$ cat config.mk
export PLATFORM = sky130hd
export DESIGN_NAME = serial_port_unit
export DESIGN_NICKNAME = d
export VERILOG_FILES = /design/src/hdl/bit_sync.v /design/src/hdl/serial_port_unit.v
export VERILOG_INCLUDE_DIRS = /design/src /design/src/hdl
export SDC_FILE = /design/constraint.sdc
export NUM_CORES = 1
export LEC_CHECK = 0
export BUFFER_PORTS_ARGS = -buffer_cell sky130_fd_sc_hd__buf_2
export CAP_MARGIN = 25
export CELL_PAD_IN_SITES_DETAIL_PLACEMENT = 0
export CELL_PAD_IN_SITES_GLOBAL_PLACEMENT = 1
export CORE_ASPECT_RATIO = 1.2
export CORE_UTILIZATION = 40
export DETAILED_ROUTE_END_ITERATION = 8
export HOLD_SLACK_MARGIN = 0.15
export PLACE_DENSITY_LB_ADDON = 0.1
export SETUP_SLACK_MARGIN = 0.05
export SYNTH_ARGS = -nofsm -noshare
export SYNTH_HDL_FRONTEND = slang
export SYNTH_HIERARCHICAL = 1
export SYNTH_SLANG_ARGS = --single-unit
$ cat constraint.sdc
create_clock -name mclk_in -period 3.43 [get_ports mclk_in]
set_input_delay 0.1715 -clock mclk_in [delete_from_list [all_inputs] [get_ports mclk_in]]
set_output_delay 0.1715 -clock mclk_in [all_outputs]
set_load 0.02 [all_outputs]
$ cat src/hdl/serial_port_defines.vh
// register map, field positions, reset values and timing counts
`ifndef SERIAL_PORT_DEFINES_VH
`define SERIAL_PORT_DEFINES_VH

// register offsets on the 3-bit address port
`define ADR_MODE 3'h0
`define ADR_BAUD 3'h1
`define ADR_CTRL 3'h2
`define ADR_TXDATA 3'h3
`define ADR_STATUS 3'h4
`define ADR_RXDATA 3'h5
`define ADR_PINCTRL 3'h6

// mode_reg fields
`define MODE_SYNC 0
`define MODE_PAR_EN 1
`define MODE_PAR_ODD 2

// control_reg fields
`define CTRL_TXIE 7
`define CTRL_RXIE 6
`define CTRL_XMIT 5
`define CTRL_RCV 4
`define CTRL_DONEIE 2
`define CTRL_CKHI 1
`define CTRL_CKLO 0

// status_reg fields
`define STAT_VAC 7
`define STAT_FULL 6
`define STAT_OVR 5
`define STAT_FRM 4
`define STAT_PAR 3
`define STAT_END 2

// pin_ctrl_reg fields
`define PIN_SEL 0
`define PIN_DIR 1
`define PIN_OUT 2

// reset values
`define MODE_RST 8'h00
`define BAUD_RST 8'h00
`define CTRL_RST 8'h00
`define PIN_RST 8'h00

// timing: index of the last base clock tick in a bit, tick index of mid-bit latch
`define TICKS_LAST 4'hf
`define MID_TICK 4'h7
`define CLK_RISE 4'h8

// frame lengths in bits
`define LEN_ASYNC 4'ha
`define LEN_ASYNC_PAR 4'hb
`define LEN_SYNC 4'h8

`endif

$ cat src/hdl/bit_sync.v
// two-flop synchroniser for pin inputs
`timescale 1ns/1ps
module bit_sync #(
   parameter WIDTH = 1,
   parameter [WIDTH-1:0] RESET_VAL = {WIDTH{1'b1}}
) (
   // clock and reset
   input wire mclk_in,
   input wire srst_in,
   // asynchronous level in, synchronised level out
   input wire [WIDTH-1:0] d_in,
   output reg [WIDTH-1:0] q_out
);
   reg [WIDTH-1:0] meta; // first stage, read only by q_out

   // idle line is high, so reset to mark level
   always @(posedge mclk_in) begin
      if (srst_in) begin
         meta <= RESET_VAL;
         q_out <= RESET_VAL;
      end else begin
         meta <= d_in;
         q_out <= meta;
      end
   end
endmodule

$ cat src/hdl/serial_port_unit.v
// serial port core: flags, requests, transmitter, receiver and pins
`timescale 1ns/1ps
`include "serial_port_defines.vh"
module serial_port_unit (
   // clock and reset
   input wire mclk_in,
   input wire srst_in,
   // register port
   input wire [2:0] addr_in,
   input wire [7:0] wdata_in,
   input wire wr_in,
   input wire rd_in,
   output reg [7:0] rdata_out,
   // serial line pins
   input wire serial_in_pin_in,
   output reg serial_out_pin_out,
   output reg serial_out_pin_oe_out,
   output reg serial_clk_pin_out,
   output reg serial_clk_pin_oe_out,
   // interrupt requests
   output reg rx_full_irq_out,
   output reg tx_empty_irq_out,
   output reg tx_done_irq_out,
   output reg rx_error_irq_out
);
   // transmitter states
   localparam [1:0] TX_IDLE = 2'b01;
   localparam [1:0] TX_SEND = 2'b10;
   // receiver states
   localparam [3:0] RX_IDLE = 4'b0001;
   localparam [3:0] RX_START = 4'b0010;
   localparam [3:0] RX_BITS = 4'b0100;
   localparam [3:0] RX_STOP = 4'b1000;

   // software registers
   reg [7:0] mode_reg;
   reg [7:0] baud_reg; // base tick = clock / (baud_reg + 1)
   reg [7:0] control_reg;
   reg [7:0] pin_ctrl_reg;
   reg [7:0] tx_data;
   reg [7:0] rx_data;
   // status flags
   reg tx_buffer_vacant;
   reg rx_buffer_full;
   reg overrun_fault;
   reg frame_fault;
   reg parity_fault;
   reg transmit_end_flag;
   // base clock divider and free bit phase
   reg [7:0] baud_cnt;
   reg [3:0] phase;
   // transmitter
   reg [1:0] tx_state;
   reg [10:0] tx_shifter;
   reg [3:0] tx_left;
   // receiver
   reg [3:0] rx_state;
   reg [3:0] rx_cnt;
   reg [3:0] rx_bit;
   reg [8:0] rx_shifter;
   reg rx_prev;
   // clock pin history for the switch-over glitch
   reg clk_fn_q;
   wire rxd; // synchronised serial input

   // field aliases
   wire sync_mode = mode_reg[`MODE_SYNC];
   wire par_en = mode_reg[`MODE_PAR_EN];
   wire par_odd = mode_reg[`MODE_PAR_ODD];
   wire xmit_on = control_reg[`CTRL_XMIT];
   wire rcv_on = control_reg[`CTRL_RCV];
   wire clk_src_hi = control_reg[`CTRL_CKHI];
   wire txd_pin_select = pin_ctrl_reg[`PIN_SEL];
   wire err_any = overrun_fault | frame_fault | parity_fault;

   // bus decode
   wire tx_wr = wr_in && (addr_in == `ADR_TXDATA);
   wire st_wr = wr_in && (addr_in == `ADR_STATUS);
   wire rx_rd = rd_in && (addr_in == `ADR_RXDATA);

   // timing strobes
   wire tick = (baud_cnt == baud_reg);
   wire bit_end = tick && (phase == `TICKS_LAST);
   wire sync_sample = tick && (phase == `MID_TICK);

   // outgoing frame, lsb first; async frames put the start bit at bit 0, sync frames have none
   wire tx_par = (^tx_data) ^ par_odd;
   wire [10:0] tx_frame = sync_mode ? {3'b111, tx_data} :
      par_en ? {1'b1, tx_par, tx_data, 1'b0} :
      {2'b11, tx_data, 1'b0};
   wire [3:0] tx_len = sync_mode ? `LEN_SYNC :
      par_en ? `LEN_ASYNC_PAR : `LEN_ASYNC;
   // a write in the same cycle defers the load, so no byte is lost
   wire can_load = xmit_on && !tx_buffer_vacant && !tx_wr &&
      !(sync_mode && err_any);
   wire tx_last = (tx_state == TX_SEND) && bit_end && (tx_left == 4'h1);
   wire tx_line = (tx_state == TX_SEND) ? tx_shifter[0] : 1'b1;

   // receiver bit count and completion
   wire [3:0] rx_nbits = (sync_mode || !par_en) ? 4'h8 : 4'h9;
   wire [8:0] rx_next = {rxd, rx_shifter[8:1]};
   wire sync_rx_on = sync_mode && rcv_on && !err_any;
   wire sync_done = sync_mode && (rx_state == RX_BITS) && sync_sample &&
      (rx_bit == 4'h7);
   wire async_done = !sync_mode && (rx_state == RX_STOP) && tick &&
      (rx_cnt == `TICKS_LAST);
   wire fin = rcv_on && (sync_done || async_done);
   wire [7:0] fin_data = sync_done ? rx_next[8:1] :
      par_en ? rx_shifter[7:0] : rx_shifter[8:1];
   wire fin_frm = async_done && !rxd; // stop bit low, also on break
   wire fin_par = async_done && par_en && ((^rx_shifter) != par_odd);

   // synchronous clock pin: output function and its level
   wire clk_fn = sync_mode && !clk_src_hi;
   wire clk_act = (tx_state == TX_SEND) || (rx_state == RX_BITS);
   wire sck = clk_act ? (phase >= `CLK_RISE) : 1'b1;

   // pin input synchroniser
   bit_sync #(.WIDTH(1), .RESET_VAL(1'b1)) u_rxd_sync (
      .mclk_in(mclk_in),
      .srst_in(srst_in),
      .d_in(serial_in_pin_in),
      .q_out(rxd)
   );

   // software register writes
   always @(posedge mclk_in) begin
      if (srst_in) begin
         mode_reg <= `MODE_RST;
         baud_reg <= `BAUD_RST;
         control_reg <= `CTRL_RST;
         pin_ctrl_reg <= `PIN_RST;
         tx_data <= 8'h00;
      end else if (wr_in) begin
         case (addr_in)
            `ADR_MODE: mode_reg <= wdata_in;
            `ADR_BAUD: baud_reg <= wdata_in;
            `ADR_CTRL: control_reg <= wdata_in;
            `ADR_PINCTRL: pin_ctrl_reg <= {5'h00, wdata_in[2:0]};
            `ADR_TXDATA: tx_data <= wdata_in;
            default: ; // status clears are handled with the flags
         endcase
      end
   end

   // read data stands only in the cycle after the strobe
   always @(posedge mclk_in) begin
      if (srst_in) begin
         rdata_out <= 8'h00;
      end else if (rd_in) begin
         case (addr_in)
            `ADR_MODE: rdata_out <= mode_reg;
            `ADR_BAUD: rdata_out <= baud_reg;
            `ADR_CTRL: rdata_out <= control_reg;
            `ADR_TXDATA: rdata_out <= tx_data;
            `ADR_STATUS: rdata_out <= {tx_buffer_vacant, rx_buffer_full,
               overrun_fault, frame_fault, parity_fault,
               transmit_end_flag, 2'b00};
            `ADR_RXDATA: rdata_out <= rx_data;
            `ADR_PINCTRL: rdata_out <= pin_ctrl_reg;
            default: rdata_out <= 8'h00; // unmapped reads zero
         endcase
      end else begin
         rdata_out <= 8'h00;
      end
   end

   // base clock at sixteen times the bit rate, free bit phase
   always @(posedge mclk_in) begin
      if (srst_in) begin
         baud_cnt <= 8'h00;
         phase <= 4'h0;
      end else if (tick) begin
         baud_cnt <= 8'h00;
         phase <= phase + 4'h1;
      end else begin
         baud_cnt <= baud_cnt + 8'h01;
      end
   end

   // transmitter and its two flags
   always @(posedge mclk_in) begin
      if (srst_in) begin
         tx_state <= TX_IDLE;
         tx_shifter <= 11'h7ff;
         tx_left <= 4'h0;
         tx_buffer_vacant <= 1'b1;
         transmit_end_flag <= 1'b1;
      end else if (!xmit_on) begin
         // abandon any character in progress; the line returns to mark
         tx_state <= TX_IDLE;
         tx_shifter <= 11'h7ff;
         tx_left <= 4'h0;
         transmit_end_flag <= 1'b1;
         if (tx_wr) begin
            tx_buffer_vacant <= 1'b0;
         end
      end else begin
         if (tx_wr) begin
            tx_buffer_vacant <= 1'b0;
         end
         case (tx_state)
            TX_IDLE: begin
               // loads only on a bit boundary so the first bit is whole
               if (bit_end && can_load) begin
                  tx_shifter <= tx_frame;
                  tx_left <= tx_len;
                  tx_buffer_vacant <= 1'b1;
                  transmit_end_flag <= 1'b0;
                  tx_state <= TX_SEND;
               end
            end
            TX_SEND: begin
               if (tx_last && can_load) begin
                  // back-to-back character, no idle bit between
                  tx_shifter <= tx_frame;
                  tx_left <= tx_len;
                  tx_buffer_vacant <= 1'b1;
               end else if (tx_last) begin
                  tx_state <= TX_IDLE;
                  tx_shifter <= 11'h7ff;
                  tx_left <= 4'h0;
                  if (tx_buffer_vacant) begin
                     transmit_end_flag <= 1'b1;
                  end
               end else if (bit_end) begin
                  tx_shifter <= {1'b1, tx_shifter[10:1]};
                  tx_left <= tx_left - 4'h1;
               end
            end
            default: tx_state <= TX_IDLE;
         endcase
      end
   end

   // receiver sequencing; rcv_on low stops it but leaves the flags
   always @(posedge mclk_in) begin
      if (srst_in) begin
         rx_state <= RX_IDLE;
         rx_cnt <= 4'h0;
         rx_bit <= 4'h0;
         rx_shifter <= 9'h000;
         rx_prev <= 1'b1;
      end else if (!rcv_on) begin
         rx_state <= RX_IDLE;
         rx_cnt <= 4'h0;
         rx_bit <= 4'h0;
         rx_prev <= 1'b1;
      end else if (sync_mode) begin
         // clocked mode: sample as the output clock rises
         case (rx_state)
            RX_BITS: begin
               if (!sync_rx_on) begin
                  rx_state <= RX_IDLE;
               end else if (sync_sample) begin
                  rx_shifter <= rx_next;
                  rx_bit <= (rx_bit == 4'h7) ? 4'h0 : rx_bit + 4'h1;
               end
            end
            default: begin
               rx_bit <= 4'h0;
               if (bit_end && sync_rx_on) begin
                  rx_state <= RX_BITS;
               end else begin
                  rx_state <= RX_IDLE;
               end
            end
         endcase
      end else if (tick) begin
         rx_prev <= rxd;
         case (rx_state)
            RX_IDLE: begin
               // falling edge of the start bit restarts bit timing
               if (rx_prev && !rxd) begin
                  rx_state <= RX_START;
                  rx_cnt <= 4'h0;
               end
            end
            RX_START: begin
               if (rx_cnt == `MID_TICK) begin
                  rx_cnt <= 4'h0;
                  rx_bit <= 4'h0;
                  // a high line at mid start bit was only a glitch
                  rx_state <= rxd ? RX_IDLE : RX_BITS;
               end else begin
                  rx_cnt <= rx_cnt + 4'h1;
               end
            end
            RX_BITS: begin
               // sixteen ticks after mid start is mid of each data bit
               if (rx_cnt == `TICKS_LAST) begin
                  rx_cnt <= 4'h0;
                  rx_shifter <= rx_next;
                  rx_bit <= rx_bit + 4'h1;
                  if (rx_bit == rx_nbits - 4'h1) begin
                     rx_state <= RX_STOP;
                  end
               end else begin
                  rx_cnt <= rx_cnt + 4'h1;
               end
            end
            RX_STOP: begin
               if (rx_cnt == `TICKS_LAST) begin
                  rx_cnt <= 4'h0;
                  // a held-low line keeps receiving as a new frame
                  rx_state <= rxd ? RX_IDLE : RX_START;
               end else begin
                  rx_cnt <= rx_cnt + 4'h1;
               end
            end
            default: rx_state <= RX_IDLE;
         endcase
      end
   end

   // receive flags: hardware set wins over a software clear
   always @(posedge mclk_in) begin
      if (srst_in) begin
         rx_buffer_full <= 1'b0;
         overrun_fault <= 1'b0;
         frame_fault <= 1'b0;
         parity_fault <= 1'b0;
         rx_data <= 8'h00;
      end else begin
         if (fin && !rx_buffer_full && !fin_frm && !fin_par) begin
            rx_data <= fin_data;
            rx_buffer_full <= 1'b1;
         end else if (rx_rd) begin
            rx_buffer_full <= 1'b0;
         end else if (st_wr && !wdata_in[`STAT_FULL]) begin
            rx_buffer_full <= 1'b0;
         end
         if (fin && rx_buffer_full) begin
            overrun_fault <= 1'b1;
         end else if (st_wr && !wdata_in[`STAT_OVR]) begin
            overrun_fault <= 1'b0;
         end
         if (fin && fin_frm) begin
            frame_fault <= 1'b1;
         end else if (st_wr && !wdata_in[`STAT_FRM]) begin
            frame_fault <= 1'b0;
         end
         if (fin && fin_par) begin
            parity_fault <= 1'b1;
         end else if (st_wr && !wdata_in[`STAT_PAR]) begin
            parity_fault <= 1'b0;
         end
      end
   end

   // pins; the clock pin pulls low one cycle when leaving sync mode drops its output
   always @(posedge mclk_in) begin
      if (srst_in) begin
         serial_out_pin_out <= 1'b0;
         serial_out_pin_oe_out <= 1'b0;
         serial_clk_pin_out <= 1'b0;
         serial_clk_pin_oe_out <= 1'b0;
         clk_fn_q <= 1'b0;
      end else begin
         clk_fn_q <= clk_fn;
         if (txd_pin_select) begin
            serial_out_pin_out <= tx_line;
            serial_out_pin_oe_out <= 1'b1;
         end else begin
            serial_out_pin_out <= pin_ctrl_reg[`PIN_OUT];
            serial_out_pin_oe_out <= pin_ctrl_reg[`PIN_DIR];
         end
         if (clk_fn) begin
            serial_clk_pin_out <= sck;
            serial_clk_pin_oe_out <= 1'b1;
         end else if (clk_fn_q && !sync_mode) begin
            // switching with clk_src_hi set first avoids this pulse
            serial_clk_pin_out <= 1'b0;
            serial_clk_pin_oe_out <= 1'b1;
         end else begin
            serial_clk_pin_out <= 1'b0;
            serial_clk_pin_oe_out <= 1'b0;
         end
      end
   end

   // request levels, one register stage behind flag and enable
   always @(posedge mclk_in) begin
      if (srst_in) begin
         rx_full_irq_out <= 1'b0;
         tx_empty_irq_out <= 1'b0;
         tx_done_irq_out <= 1'b0;
         rx_error_irq_out <= 1'b0;
      end else begin
         rx_full_irq_out <= rx_buffer_full &
            control_reg[`CTRL_RXIE];
         tx_empty_irq_out <= tx_buffer_vacant &
            control_reg[`CTRL_TXIE];
         tx_done_irq_out <= transmit_end_flag &
            control_reg[`CTRL_DONEIE];
         rx_error_irq_out <= err_any &
            control_reg[`CTRL_RXIE];
      end
   end
endmodule

==> impl_metrics.tcl <==
set metrics [dict create \
    run_status "finished clean" \
    flow.area_growth_from_synthesis_pct 14.6 \
    final_cell_count_no_fill 904 \
    tritoncts_clock_tree "yes" \
    overflow 0 \
    post-cts-setup-buffer-count 0 \
    final-hold-violation-count 0 \
    cts.reportedPaths.clkPinSlew_ns 0.06 \
    drc 0 \
    fillCellCount 1446 \
    final_nets 744 \
    critical_path.startpoint_type "flop" \
    insertion_delay_ns 0.42 \
    area_occupied_by_registers_um2 2360 \
    largest_net_degree_at_the_start_of_global_routing 48 \
    synth_seq_area_share_pct 40.0 \
    global_route.peak_usage_layer "met2" \
    power_frac_comb_pct 7.2 \
    min_period_ns 2.78 \
    multiInputGateArea_um2 3270 \
    seq_power_share_pct 43.4 \
    hold_path.class "in -> reg" \
    initial_cell_density_of_the_core_pct 41.0 \
    internal_power_uw 2470 \
    async_reset_ff_share_pct 0 \
    tritoncts.num_buffers 17 \
    largest_register_ffs 10 \
    power.net_switching_uw 809 \
    reg.largest.list "tx_shifter: 10 flops, rx_shifter: 9 flops" \
    design.core.area_um2 14400 \
    met2_usage_pct 37.3 \
    syn_avg_cell_area_um2 8.56 \
    power.density_nw_per_um2 484 \
    avgRoutedWirePerCell_um 17.7 \
    synth_edf_count 0 \
    synth-seq-cells 118 \
    grt.met3_usage_pct 4.80 \
    timing.critical_path.to_type "flop" \
    p_clk_share_pct 49.5 \
    root_buf_cell "sky130_fd_sc_hd__clkbuf_16" \
    vdd_drop_max_mv 0.281 \
    chipHeight_um 135 \
    vias 5025 \
    post_cts.resized_instances 0 \
    global_route.usage.met1_pct 28.9 \
    drv_cap 0 \
    synth.yosys.warnings 6 \
    vias_in_the_first_global_route 4855 \
    globalplace.congestion 0.856 \
    antenna-diode-count 0 \
    first_iter_violations 264 \
    row_count 48 \
    grt_setup_unrepaired "false" \
    synth.net_count 715 \
    worst_ep_arrival_time_ns 3.12 \
    clock_tree.buffer_depth 2 \
    drv_slew 0 \
    timing.clock.skew_ns 0.00501 \
    post_cts_hold_buffer_count 10 \
    number_of_sinks_handled_by_clock_tree_synthesis 118 \
    numPlacedInstances 864 \
    path_max_fanout 17 \
    antenna_left 0 \
    port_buffers 31 \
    fp.dieArea_um2 15300 \
    drive_gt1_share_pct 14.7 \
    largest-register "tx_shifter" \
    tightestPinTransition_ns 1.03 \
    synth_cell_type_count 72 \
    half_perimeter_wire_length_after_detailed_placement_um 11300 \
    vias_per_cell 5.56 \
    synth_top_flop_cell "sky130_fd_sc_hd__dfxtp_1" \
    detail_route.wirelength_um 16000 \
    swShare_pct 24.7 \
    global_routing_usage_summed_across_all_routing_layers_pct 22.6 \
    power.leakage_uw 0.00239 \
    syn_area_um2 5910 \
    totalNegativeSetupSlack_ns 0 \
    drt_first_pass_iters 5 \
    global_route_wire_length_before_repair_um 26000 \
    io_pins 32 \
    relSlewSlack_pct 31.5 \
    cts_max_level 4 \
    die_w_um 113 \
    setup_violations 0 \
    timing_worst_setup_path_type "reg -> reg" \
    initial_antenna_violation_count 0 \
    post-route-period-util_pct 81.0 \
    worst-endpoint-required_ns 3.77 \
    synthesis.instances 690 \
    max_freq_mhz 360 \
]
## per-stage QoR
stage / util [%] / setup WS (ns) / area (µm²) / total power (µW) / hold slack (ns)
after floorplan: - / 0.956 / 5910 / 1590 / 0.269
after global placement: 42.6 / 0.771 / 6140 / 1670 / 0.355
after detailed placement: 42.6 / 0.682 / 6140 / 1680 / 0.357
after CTS: 46.9 / 0.657 / 6760 / 3310 / 0.237
after global routing: 47.0 / 0.517 / 6770 / 3400 / 0.258
final: 47.0 / 0.653 / 6770 / 3280 / 0.247
## power by group through the flow
stage / logic, µW / clock network (µW) / registers (µW)
after detailed placement: 226 / 0 / 1450
final: 235 / 1620 / 1420
after floorplan: 150 / 0 / 1440
after CTS: 235 / 1650 / 1420
after global routing: 257 / 1720 / 1420
after global placement: 222 / 0 / 1450
## cell usage in the layout, fill, tap and decap left out, types with 14 or more instances in the layout
cell and n:
sky130_fd_sc_hd__inv_1 16, sky130_fd_sc_hd__nand2_1 83, sky130_fd_sc_hd__nor2_1 82, sky130_fd_sc_hd__mux2_2 15, sky130_fd_sc_hd__buf_2 31, sky130_fd_sc_hd__nor3_1 15, sky130_fd_sc_hd__nand3_1 14, sky130_fd_sc_hd__xnor2_1 26
sky130_fd_sc_hd__dfxtp_1 118, sky130_fd_sc_hd__a21oi_1 63, sky130_fd_sc_hd__mux2i_1 33, sky130_fd_sc_hd__o21ai_0 29, sky130_fd_sc_hd__clkbuf_16 17
## cell usage after synthesis, drive strengths merged (2+ instances only)
cell type  number  share of area [%]
nor2           82                5.2
mux4            4                1.5
a22oi           9                1.1
xnor2          26                3.9
or4b            2               0.40
nor4bb          2               0.34
o2111ai         2               0.30
a21oi          64                5.5
mux2i          33                5.6
a211o           9                1.5
nand4           6               0.64
o31ai           4               0.51
o21ai          30                2.5
o311ai          2               0.30
nor3b           3               0.38
or4             4               0.51
nand3          14                1.2
nor4b           3               0.44
nand2          83                5.3
buf            11                1.5
ha              9                1.9
a31oi           5               0.53
or3             6               0.72
dfxtp         118                 40
nand2b          8               0.85
a21o            2               0.25
nor3           15                1.3
nor2b          10                1.1
inv            16                1.0
mux2           15                2.9
o22ai          10                1.1
a221oi          2               0.30
and3            5               0.53
nand4b          3               0.55
or2             5               0.53
o211ai          4               0.51
o221ai          2               0.30
xor2           10                1.5
clkbuf         30                2.1
nand3b          2               0.25
## per-layer routing
layer	up-vias	part of all wire (%)
met5	-	0
met4	0	1.9
met3	22	3.0
met2	85	49
met1	2419	46
li1	2499	-
## cells by family (layout without fill, tap and decap cells)
group | after synthesis | count (layout) | synth area share, %
xor gates and xnor gates | 37 | 37 | 5.72
buffers and inverters | 57 | 96 | 4.60
adders and majority gates | 9 | 9 | 1.91
AOI/OAI and AO/OA | 161 | 161 | 17.2
muxes | 52 | 52 | 9.98
DFF | 118 | 118 | 40.0
and+or+nand+nor | 256 | 256 | 20.6
## path summary, 6_finish.rpt
check / end / depth (start not counted) / startpoint / slack, ns
max: rx_data[7] / 6 / rx_state[2] / 0.65
min: rx_shifter[6] / 2 / srst_in / 0.25
max reg2reg: rx_data[7] / 6 / rx_state[2] / 0.65
min reg2reg: u_rxd_sync/q_out / 1 / u_rxd_sync/meta / 0.41
## critical path, stage by stage, from the launching register on
cell                      delay, ns
sky130_fd_sc_hd__dfxtp_1       0.52
sky130_fd_sc_hd__or4b_4        0.56
sky130_fd_sc_hd__or3_4         0.43
sky130_fd_sc_hd__a21o_1        0.18
sky130_fd_sc_hd__a311o_1       0.52
sky130_fd_sc_hd__a211o_2       0.34
sky130_fd_sc_hd__a21oi_1       0.14
## area by class of cell
type                       instances  share of cell area (%)
inverter                          16                   0.887
multi-input combinational        515                    48.3
clock buffer                      19                    6.54
tap                              175                    3.23
sequential                       118                    34.9
timing repair buffer              51                    4.84
clock inverter                    10                    1.26
(Power assumes the default switching activity.)
